$ cat config.mk
export PLATFORM = sky130hd
export DESIGN_NAME = caller_id_line_monitor
export DESIGN_NICKNAME = d
export VERILOG_FILES = /design/src/line_monitor_pkg.sv /design/src/caller_id_line_monitor.sv /design/src/sample_tick.sv /design/src/settle_counter.sv
export SDC_FILE = /design/constraint.sdc
export NUM_CORES = 1
export LEC_CHECK = 0
export BUFFER_PORTS_ARGS = -buffer_cell sky130_fd_sc_hd__buf_2
export CAP_MARGIN = 20
export CORE_ASPECT_RATIO = 0.5
export CORE_UTILIZATION = 45
export CTS_CLUSTER_DIAMETER = 30
export DETAILED_ROUTE_END_ITERATION = 10
export HOLD_SLACK_MARGIN = 0.05
export MAX_ROUTING_LAYER = met4
export PLACE_DENSITY = 0.73
export SKIP_CTS_REPAIR_TIMING = 1
export SLEW_MARGIN = 15
export SYNTH_ARGS = -nofsm -noshare
export SYNTH_HDL_FRONTEND = slang
export SYNTH_HIERARCHICAL = 1
export SYNTH_SLANG_ARGS = --single-unit
export TNS_END_PERCENT = 100
$ cat constraint.sdc
create_clock -name clk_sys -period 4.2 [get_ports clk_sys]
set_input_delay 0.21 -clock clk_sys [delete_from_list [all_inputs] [get_ports clk_sys]]
set_output_delay 0.21 -clock clk_sys [all_outputs]
set_load 0.05 [all_outputs]
$ cat src/line_monitor_pkg.sv
// Shared constants, states and carrier structs for the line monitor control block
`default_nettype none
package line_monitor_pkg;

    // Clock rate and sample rate divider
    localparam int unsigned clk_hz = 200_000_000;
    localparam int unsigned sample_hz_default = 8000;
    // Off-hook settle interval in sample periods
    localparam logic [11:0] settle_samples = 12'h60c;
    // Calibration length in sample periods
    localparam logic [11:0] cal_samples = 12'h200;
    // Low-power attenuation codes: 0, 1, 2.2, 3.5, 5 dB
    localparam logic [2:0] atten_0db = 3'h0;
    localparam logic [2:0] atten_1db = 3'h1;
    localparam logic [2:0] atten_2p2db = 3'h2;
    localparam logic [2:0] atten_3p5db = 3'h3;
    localparam logic [2:0] atten_5db = 3'h4;
    localparam logic [15:0] sample_reset = 16'h0000;

    typedef enum logic [2:0] {
        st_onhook = 3'b000,
        st_settle = 3'b001,
        st_offhook = 3'b011,
        st_forced = 3'b010,
        st_fast_settle = 3'b110
    } hook_state_type;

    // Host control bits
    typedef struct packed {
        logic onhook_monitor_enable;
        logic offhook_request;
        logic low_power_select;
        logic ring_coupling_reset;
        logic auto_calibration_disable;
        logic [2:0] receive_gain_field;
    } control_type;

    // Status seen by the host
    typedef struct packed {
        logic hook_closed;
        logic std_adc_power;
        logic lp_adc_power;
        logic coupling_reset;
        logic calibrating;
        logic fast_settle;
        logic data_blocked;
        logic [2:0] lp_attenuation;
    } status_type;

endpackage
`default_nettype wire

$ cat src/caller_id_line_monitor.sv
// Hook, monitor ADC and caller data sample path control of the line interface
//
// Overview of operation
// RULE_01 - Monitor enable powers standard on-hook ADC
// RULE_02 - Low-power select plus enable uses low-power ADC
// RULE_03 - Host clears monitor enable before off-hook request
// RULE_04 - Low-power ADC: gain field picks attenuation
// RULE_05 - Coupling reset bit resets ring input coupling
// RULE_06 - Host sequences bits between first and second ring
// RULE_07 - Low-power samples go to serial sample output
// RULE_08 - Host qualifies reversal after 40 ms wait
// RULE_09 - Extra edge during wait means ring
// RULE_10 - Calibration disable skips off-hook calibration
// RULE_11 - Low-power select while off-hook forces on-hook
// RULE_12 - Forced on-hook sends no samples
// RULE_13 - Host checks line voltage for parallel devices
// RULE_14 - Clearing low-power select returns off-hook
// RULE_15 - Return from forced on-hook skips counter
// RULE_16 - Monitor enable then enters fast settle mode
// RULE_17 - Host holds monitor enable 30 ms
// RULE_18 - Normal off-hook blocks data 1548 samples
// RULE_19 - Host mutes upstream and sends acknowledgement
// RULE_20 - Host may clear calibration disable afterwards
// RULE_21 - Decoder filters out DC offset
// RULE_22 - Settle counter of sample ticks gates path
`timescale 1ns/100ps
`default_nettype none
module caller_id_line_monitor #(
    parameter int unsigned sample_divide = line_monitor_pkg::clk_hz
        / line_monitor_pkg::sample_hz_default
) (
    input wire logic clk_sys,
    input wire logic rstn,
    input wire line_monitor_pkg::control_type control,
    input wire logic [15:0] std_adc_sample,
    input wire logic [15:0] lp_adc_sample,
    input wire logic [15:0] rx_sample,
    output line_monitor_pkg::status_type status,
    output logic [15:0] serial_sample_output,
    output logic sample_valid
);
    import line_monitor_pkg::*;

    control_type ctl_meta;
    control_type ctl;
    control_type ctl_prev;
    hook_state_type state;
    hook_state_type next_state;
    logic tick;
    logic settle_busy;
    logic cal_busy;
    logic forced_return;

    // Host control bits come from another domain: two-stage sync
    always_ff @(posedge clk_sys or negedge rstn) begin
        if (!rstn) begin
            ctl_meta <= '0;
            ctl <= '0;
            ctl_prev <= '0;
        end else begin
            ctl_meta <= control;
            ctl <= ctl_meta;
            ctl_prev <= ctl;
        end
    end

    wire logic lp_rise = ctl.low_power_select && !ctl_prev.low_power_select;
    wire logic lp_fall = !ctl.low_power_select && ctl_prev.low_power_select;
    wire logic mon_fall = !ctl.onhook_monitor_enable && ctl_prev.onhook_monitor_enable;

    sample_tick #(
        .divide(sample_divide)
    ) u_tick (
        .clk_sys(clk_sys),
        .rstn(rstn),
        .tick(tick)
    );

    // Hook state machine
    always_comb begin
        next_state = state;
        unique case (state)
            st_onhook: begin
                if (ctl.offhook_request && !ctl.onhook_monitor_enable) begin
                    next_state = st_settle; // see RULE_18
                end
            end
            st_settle: begin
                if (!ctl.offhook_request) begin
                    next_state = st_onhook;
                end else if (!settle_busy && !cal_busy) begin
                    next_state = st_offhook;
                end
            end
            st_offhook: begin
                if (!ctl.offhook_request) begin
                    next_state = st_onhook;
                end else if (lp_rise && !ctl.onhook_monitor_enable) begin
                    next_state = st_forced; // see RULE_11
                end
            end
            st_forced: begin
                if (!ctl.offhook_request) begin
                    next_state = st_onhook;
                end else if (lp_fall) begin
                    next_state = st_offhook; // see RULE_14
                end
            end
            st_fast_settle: begin
                if (!ctl.offhook_request) begin
                    next_state = st_onhook;
                end else if (mon_fall) begin
                    next_state = st_offhook; // see RULE_16
                end
            end
            default: next_state = st_onhook;
        endcase
        // Monitor enable after a forced return enters fast settle
        if (state == st_offhook && forced_return && ctl.onhook_monitor_enable
                && !ctl.low_power_select && ctl.offhook_request) begin
            next_state = st_fast_settle; // see RULE_16
        end
    end

    wire logic enter_normal = (state == st_onhook) && (next_state == st_settle);
    wire logic run_cal = enter_normal && !ctl.auto_calibration_disable; // see RULE_10

    always_ff @(posedge clk_sys or negedge rstn) begin
        if (!rstn) begin
            state <= st_onhook;
            forced_return <= 1'b0;
        end else begin
            state <= next_state;
            if (state == st_forced && next_state == st_offhook) begin
                forced_return <= 1'b1; // see RULE_15
            end else if (next_state != st_offhook) begin
                forced_return <= 1'b0;
            end
        end
    end

    // Off-hook settle counter and calibration interval
    settle_counter u_settle (
        .clk_sys(clk_sys),
        .rstn(rstn),
        .load(enter_normal), // see RULE_22
        .length(settle_samples),
        .tick(tick),
        .busy(settle_busy)
    );

    settle_counter u_cal (
        .clk_sys(clk_sys),
        .rstn(rstn),
        .load(run_cal), // see RULE_18
        .length(cal_samples),
        .tick(tick),
        .busy(cal_busy)
    );

    // ADC selection while on-hook
    wire logic onhook = (state == st_onhook);
    wire logic std_on = onhook && ctl.onhook_monitor_enable
        && !ctl.low_power_select; // see RULE_01
    wire logic lp_on = onhook && ctl.onhook_monitor_enable
        && ctl.low_power_select; // see RULE_02
    wire logic blocked = (state == st_settle) || (state == st_forced)
        || (state == st_fast_settle); // see RULE_12

    function automatic logic [2:0] atten_code(input logic [2:0] gain);
        unique case (gain)
            3'h0: atten_code = atten_0db;
            3'h1: atten_code = atten_1db;
            3'h2: atten_code = atten_2p2db;
            3'h3: atten_code = atten_3p5db;
            default: atten_code = atten_5db;
        endcase
    endfunction

    wire logic [2:0] next_atten = lp_on ? atten_code(ctl.receive_gain_field)
        : 3'h0; // see RULE_04
    wire logic [15:0] next_sample = lp_on ? lp_adc_sample
        : std_on ? std_adc_sample : rx_sample; // see RULE_07
    wire logic next_valid = tick && !blocked
        && (std_on || lp_on || state == st_offhook); // see RULE_22

    status_type next_status;
    always_comb begin
        next_status.hook_closed = (state != st_onhook) && (state != st_forced);
        next_status.std_adc_power = std_on;
        next_status.lp_adc_power = lp_on;
        next_status.coupling_reset = ctl.ring_coupling_reset; // see RULE_05
        next_status.calibrating = cal_busy;
        next_status.fast_settle = (state == st_fast_settle);
        next_status.data_blocked = blocked;
        next_status.lp_attenuation = next_atten;
    end

    always_ff @(posedge clk_sys or negedge rstn) begin
        if (!rstn) begin
            status <= '0;
            serial_sample_output <= sample_reset;
            sample_valid <= 1'b0;
        end else begin
            status <= next_status;
            sample_valid <= next_valid;
            if (next_valid) begin
                serial_sample_output <= next_sample;
            end
        end
    end
endmodule // caller_id_line_monitor
`default_nettype wire

$ cat src/sample_tick.sv
// Divider producing one-cycle sample-rate enable pulses
`timescale 1ns/100ps
`default_nettype none
module sample_tick #(
    parameter int unsigned divide = 25000
) (
    input wire logic clk_sys,
    input wire logic rstn,
    output logic tick
);
    import line_monitor_pkg::*;
    logic [15:0] count;
    wire logic wrap = (count == 16'(divide - 1));

    always_ff @(posedge clk_sys or negedge rstn) begin
        if (!rstn) begin
            count <= 16'h0000;
            tick <= 1'b0;
        end else begin
            count <= wrap ? 16'h0000 : count + 16'h0001;
            tick <= wrap;
        end
    end
endmodule // sample_tick
`default_nettype wire

$ cat src/settle_counter.sv
// Loadable down counter of sample ticks, busy until it expires
`timescale 1ns/100ps
`default_nettype none
module settle_counter (
    input wire logic clk_sys,
    input wire logic rstn,
    input wire logic load,
    input wire logic [11:0] length,
    input wire logic tick,
    output logic busy
);
    import line_monitor_pkg::*;
    logic [11:0] remain;

    always_ff @(posedge clk_sys or negedge rstn) begin
        if (!rstn) begin
            remain <= 12'h000;
        end else if (load) begin
            remain <= length;
        end else if (tick && remain != 12'h000) begin
            remain <= remain - 12'h001;
        end
    end

    assign busy = (remain != 12'h000);
endmodule // settle_counter
`default_nettype wire
* After elaboration in Yosys (flattened, before gate mapping)
Cells that the tools add are included.
** Cells by class
- Add/sub/neg operators :: 3
- $mul :: 0
- Divide/modulo/power cells :: 0
- Magnitude comparators :: 0
- Equal/unequal tests :: 12
- Shifts and indexed selects :: 0
- Multiplexer cells :: 22
- Bitwise logic cells :: 0
- Reductions and logical operators :: 40
** Operator list (number)
- 2-to-1 mux 12 bit :: 4
- 2-to-1 mux 16 bit :: 3
- 2-to-1 mux 3 bit :: 11
- nonzero test 12 bit :: 2
- subtractor 12 x 1 -> 12 bit, second input constant :: 2
- logical AND 1 bit :: 21
- adder 16 x 1 -> 16 bit, second input constant :: 1
- equality test 16 x 15 -> 1 bit, second input constant :: 1
- equality test 3 x 2 -> 1 bit, second input constant :: 5
- case mux 3 bit (5 select lines) :: 1
- case mux 3 bit (4 select lines) :: 1
- equality test 3 x 1 -> 1 bit, second input constant :: 3
- zero test 1 bit :: 7
- zero test 3 bit :: 2
- inequality test 3 x 2 -> 1 bit, second input constant :: 2
- nonzero test 2 bit :: 3
- logical OR 1 bit :: 4
- equality test 3 bit, second input constant :: 1
- nonzero test 3 bit :: 1
- 2-to-1 mux 1 bit :: 2
** Storage, ports and cells
- Register bits after elaboration :: 90
- Latch bits :: 0
- Bits in writable memories :: 0
- Bits in read-only memories :: 0
- Input bits :: 58
- Output and inout port bits :: 27
- Logic and storage cells :: 107
- Memories :: 0

* Depth between registers and ports, before layout
- Depth in word-level cells :: 11
- Mapped depth :: 8
- Depth with buffers taken out :: 7

* Modules after synthesis
Netlist, hierarchy kept.
** Modules (own cells, without submodules)
- caller_id_line_monitor :: times used 1, cells each 181, area an instance 1991.9 µm², sequential area each 1226.2 µm²
- settle_counter :: times used 2, cells each 95, area an instance 795.8 µm², sequential area each 300.3 µm²
- sample_tick :: times used 1, cells each 67, area an instance 769.5 µm², sequential area each 425.4 µm²

* Least setup slack after synthesis
No wires, ideal clock.
- Path kind :: register to register
- From :: reg u_settle.remain[4]
- To :: reg forced_return
- Library setup time :: 105 ps
- Arrival time :: 1713 ps
- Data required time :: 4095 ps
- Setup slack :: 2382 ps
- Stages on the path, launching flop included :: 8
- Buffers on the path :: 1
- Period minus slack after synthesis :: 1818 ps
- Path through :: dfrtp_1 -> nor4_4 -> and4_1 -> buf_6 -> inv_4 -> nor3b_1 -> o211a_1 -> nor4b_1
** On the way
- Longest elaborated chain between the ends :: 10
- Elaborated cells on any way between the ends :: 12
- Classes of those cells :: 2 x eq/ne; 5 x mux; 5 x reduce/logical
** Ends and longest elaborated chain
- start, declared :: line settle_counter.sv:13 : logic [11:0] remain;
- start signal, assigned :: line settle_counter.sv:19 : remain <= length;
- start signal, assigned :: line settle_counter.sv:21 : remain <= remain - 12'h001;
- nonzero test 12 bit * :: line settle_counter.sv:25 : assign busy = (remain != 12'h000);
- net settle_busy :: line caller_id_line_monitor.sv:50 : logic settle_busy;
- zero test 1 bit * :: line caller_id_line_monitor.sv:91 : end else if (!settle_busy && !cal_busy) begin
- logical AND 1 bit * :: line caller_id_line_monitor.sv:91
- 2-to-1 mux 3 bit * :: line caller_id_line_monitor.sv:91
- 2-to-1 mux 3 bit * :: line caller_id_line_monitor.sv:89 : if (!ctl.offhook_request) begin
- case mux 3 bit (5 select lines) * :: line caller_id_line_monitor.sv:82 : unique case (state)
- 2-to-1 mux 3 bit * :: line caller_id_line_monitor.sv:119 : if (state == st_offhook && forced_return && ctl.onhook_monitor_enable
- net next_state[1] :: line caller_id_line_monitor.sv:48 : hook_state_type next_state;
- equality test 3 x 2 -> 1 bit :: line caller_id_line_monitor.sv:134 : if (state == st_forced && next_state == st_offhook) begin
- logical AND 1 bit :: line caller_id_line_monitor.sv:134
- 2-to-1 mux 1 bit / nonzero test 2 bit (equally long branches)
- end signal, assigned :: line caller_id_line_monitor.sv:131 : forced_return <= 1'b0;
- end signal, assigned :: line caller_id_line_monitor.sv:135 : forced_return <= 1'b1;
- end signal, assigned :: line caller_id_line_monitor.sv:137 : forced_return <= 1'b0;
- end, declared :: line caller_id_line_monitor.sv:52 : logic forced_return;
The timed path passes the listed nets; every way through them passes the cells marked *.
A chain may end at the register's enable or synchronous reset.

* Final worst setup path
- From :: reg u_cal.remain[4]
- To :: reg forced_return
** On the way
- Longest elaborated chain between the ends :: 10
- Elaborated cells on any way between the ends :: 12
- Classes of those cells :: 2 x eq/ne; 5 x mux; 5 x reduce/logical
** Ends and longest elaborated chain
- start, declared :: line settle_counter.sv:13
- start signal, assigned :: line settle_counter.sv:19
- start signal, assigned :: line settle_counter.sv:21
- nonzero test 12 bit * :: line settle_counter.sv:25
- net cal_busy :: line caller_id_line_monitor.sv:51 : logic cal_busy;
- zero test 1 bit * :: line caller_id_line_monitor.sv:91
- logical AND 1 bit * :: line caller_id_line_monitor.sv:91
- 2-to-1 mux 3 bit * :: line caller_id_line_monitor.sv:91
- 2-to-1 mux 3 bit * :: line caller_id_line_monitor.sv:89
- case mux 3 bit (5 select lines) * :: line caller_id_line_monitor.sv:82
- 2-to-1 mux 3 bit * :: line caller_id_line_monitor.sv:119
- net next_state[1] :: line caller_id_line_monitor.sv:48
- equality test 3 x 2 -> 1 bit :: line caller_id_line_monitor.sv:134
- logical AND 1 bit :: line caller_id_line_monitor.sv:134
- 2-to-1 mux 1 bit / nonzero test 2 bit (equally long branches)
Marks and branches as above.

==> key figures <==
Synth
  – Syn avg cell area: 9.94 um2
  – Post-synth top area cell: dfrtp_1
  – Yosys top cell area share: 51.7%
  – Sequential fraction of the synthesis area: between 50% and 60%
  – Ranking of synthesized cells by area: dfrtp_1 (52%), nand2_1 (5.7%), o21ai_0 (4.5%)
  – Synth async-reset ratio: 100%
  – Synth Warn #: 6
  – Synth Instances: 438
  – #FFs+latches synth: 90
  – Post-Syn Area: 0.00435 mm2
  – EDFF count, synth: 0
  – Ys flop type: dfrtp_1
  – Yosys cell types: 47

Clock tree
  – Worst skew pair latency: 0.34 ns
  – CTS buffer count: 9
  – Max Buffers Root-to-Sink: 2
  – CTS tree: done
  – Clk slew on worst S/H paths: 0.06 ns
  – Root buffer cell: clkbuf_16
  – Clk sinks: 90
  – H-tree levels: 3

Global routing
  – First-pass GRT wire length: about 16,000 um
  – Global route total overflow: 0
  – Initial antenna violation count: 0
  – Largest net degree at the start of global routing: 48
  – Total GRT Usage: 20.6%
  – Vias in the first global route: 3,391

Floorplan
  – Starting Density: 48.2%
  – Rows: 24
  – Core Box Area: ~0.0090 mm2
  – Die W: approximately 140 um
  – Die ar.: 0.0101 mm2
  – Num ports: 85
  – Die height: 71.5 um

Power
  – Comb pwr share: a little under an eighth
  – Net load switching power: 506 uW
  – Clk pwr share: 39.2%
  – Leak pwr: 2.47 nW
  – Switching share of power: 25.4%
  – Seq pwr share: about half
  – Worst vdd rail ir drop: 170 uV
  – Power Density: 376 mW/mm2
  – Total chip power: 1.99 mW
  – Pint: roughly 1.5 mW

Routing
  – Post-DRT Antenna Nets: 0
  – DRT Wirelength: 9200 um
  – Routed vias/inst: between 5 and 6
  – Drt pass-1 iters: 4
  – WL/cell: about 13 um
  – Post-route DRC: 0
  – Initial DRC count: 150
  – Routed vias: 3,458

Worst hold path
  – Type of the worst min-delay path: in -> reg
  – Endpoint, Worst Hold: serial_sample_output[13]
  – Worst hold stages: 3
  – Hold path startpoint: rx_sample[13]

Setup path
  – Crit Path Category: reg -> reg
  – Crit start category: flip-flop
  – Critical path arrival: 2.57 ns
  – Worst Setup End Kind: flip-flop
  – R2R depth: 6
  – Worst reg2reg setup slack: 1.85 ns
  – R2R Path Start: u_cal/remain[4]
  – R2R Path End: forced_return
  – CP max FO: 16
  – Worst path required time: 4.42 ns

STA
  – Worst rel slew slack: 54.4%
  – Worst-Margin Slew: 0.684 ns
  – Final count of pins violating max slew: 0
  – Final setup fails: 0
  – Unrepaired setup endpoints after global routing: false
  – Tmin final: 2.35 ns
  – Max Fclk: 426 MHz
  – Fin. Hold Viols: 0
  – Fin Setup TNS: 0 ns
  – Clock skew: 0.00729 ns
  – Crit share post-route: 55.9%

Final layout
  – Area delta synth->final: 21.5%
  – Filler cells: roughly 780
  – Antenna cells: 0
  – Fraction of layout cells with a size suffix above 1: 20.4%
  – Fin nets: roughly 610

Placement
  – Gpl congestion: 0.846
  – I/O Buffers: 84
  – DP Wirelength: 6300 um

Run
  – Max Cap Viol: 0

Status
  – Status: complete, no violations
-- Yosys cell counts, types with 3 or more instances --
library cell  number
dfrtp_1           90
xor2_1             6
nor2b_1            5
clkbuf_1           6
nor3_1             6
o21ai_0           39
mux2i_1           16
inv_1             14
and3_1             3
o211ai_1           7
nor3b_1            8
or3_1              9
and4_1             6
buf_2              6
nor4_4             3
or4_1              7
ha_1               5
nand4_1           11
a21oi_1            9
nand3_1           17
nor2_1            30
nor4b_1            5
o21ai_1            8
nand2_1           66
nor4_1             4
a31oi_1           11
a211o_1            4
xnor2_1            6
buf_6              4
-- routing by layer --
layer	up-vias	GRT usage, %	share of wire [%]
li1	1747	-	-
met1	1627	25.4	48
met5	-	-	0
met2	79	33.2	47
met3	5	5.68	5.2
met4	0	6.16	0.58
-- power by group through the flow --
stage	combinational [mW]	sequential, mW	clock (mW)
4_1_cts	0.223	0.982	0.803
5_1_grt	0.258	0.992	0.838
2_1_floorplan	0.138	0.994	0
6_report	0.227	0.983	0.780
3_3_place_gp	0.216	0.993	0
3_5_place_dp	0.222	0.997	0
-- cell type report --
cell class	instances	area [um2]	area share, %
flip-flops and latches	90	2250	42.6
clock inverters	4	52.6	0.993
repair buffers	98	551	10.4
multi-input cells	333	1970	37.3
clock buffers	12	236	4.47
well taps	130	163	3.07
inverters	16	65.1	1.23
-- how the worst max path moves through the flow --
stage	to	cells after the start	slack, ns	start
2_1_floorplan	forced_return	7	2.38	u_settle/remain[4]
3_3_place_gp	u_cal/remain[4]	8	1.97	state[2]
3_5_place_dp	forced_return	6	1.87	u_cal/remain[4]
4_1_cts	forced_return	6	1.85	u_cal/remain[4]
5_1_grt	u_cal/remain[4]	8	1.65	state[2]
6_report	forced_return	6	1.85	u_cal/remain[4]
-- through the flow --
| stage | instances | utilization (%) | setup WS, ns | hold WS (ns) | instance area, um2 |
|---|---|---|---|---|---|
| 4_1_cts | 674 | 57.5 | 1.85 | -0.121 | 5200 |
| 6_report | 683 | 58.5 | 1.85 | 0.163 | 5290 |
| 5_1_grt | 683 | 58.5 | 1.65 | 0.180 | 5290 |
| 3_5_place_dp | 658 | 54.3 | 1.87 | 0.246 | 4910 |
| 3_3_place_gp | 658 | 54.3 | 1.97 | 0.241 | 4910 |
| 2_1_floorplan | 460 | - | 2.38 | -0.0856 | 4440 |
-- placed cells by master, fill, tap and decap left out, types with 4 or more instances in the layout --
| cell type | instances |
|---|---|
| dfrtp_1 | 90 |
| buf_2 | 83 |
| nand2_1 | 66 |
| o21ai_0 | 39 |
| nor2_1 | 30 |
| conb_1 | 24 |
| nand3_1 | 17 |
| mux2i_1 | 16 |
| inv_1 | 14 |
| a31oi_1 | 11 |
| nand4_1 | 11 |
| a21oi_1 | 9 |
| clkbuf_16 | 9 |
| dlygate4sd3_1 | 9 |
| or3_1 | 9 |
| nor3b_1 | 8 |
| o21ai_1 | 8 |
| o211ai_1 | 7 |
| or4_1 | 7 |
| buf_4 | 6 |
| and4_1 | 6 |
| nor3_1 | 6 |
| xnor2_1 | 6 |
| xor2_1 | 6 |
| nor2b_1 | 5 |
| nor4b_1 | 5 |
| ha_1 | 5 |
| nor4_1 | 4 |
| a211o_1 | 4 |
-- flip-flops by register name, summed over array words and instances (netlist names) --
signal and flops:
serial_sample_output 16, u_tick/count 16, u_cal/remain 12, u_settle/remain 12, status 10, ctl 8, ctl_meta 8, state 3
ctl_prev 2, forced_return 1, sample_valid 1, u_tick/tick 1
-- kinds of logic (layout without fill, tap and decap cells) --
| kind of cell | after synthesis | in the layout | synth area share (%) |
|---|---|---|---|
| AO/OA/AOI/OAI | 82 | 82 | 10.8 |
| multiplexers | 16 | 16 | 3.68 |
| other | 2 | 24 | 0.173 |
| buffers and inverters | 37 | 130 | 4.89 |
| XOR/XNOR | 12 | 12 | 2.41 |
| flip-flops | 90 | 90 | 51.7 |
| AND/OR/NAND/NOR | 194 | 194 | 24.9 |
| adder cells (fa/ha/maj) | 5 | 5 | 1.44 |
-- worst max-delay path, stage by stage, from the launching register on --
cell and delay [ns]:
dfrtp_1 0.45, nor4_4 0.42, and4_1 0.58, inv_4 0.12
nor3b_1 0.24, o211a_1 0.18, nor4b_1 0.24
Note: power is estimated with default switching activity, not from simulation.
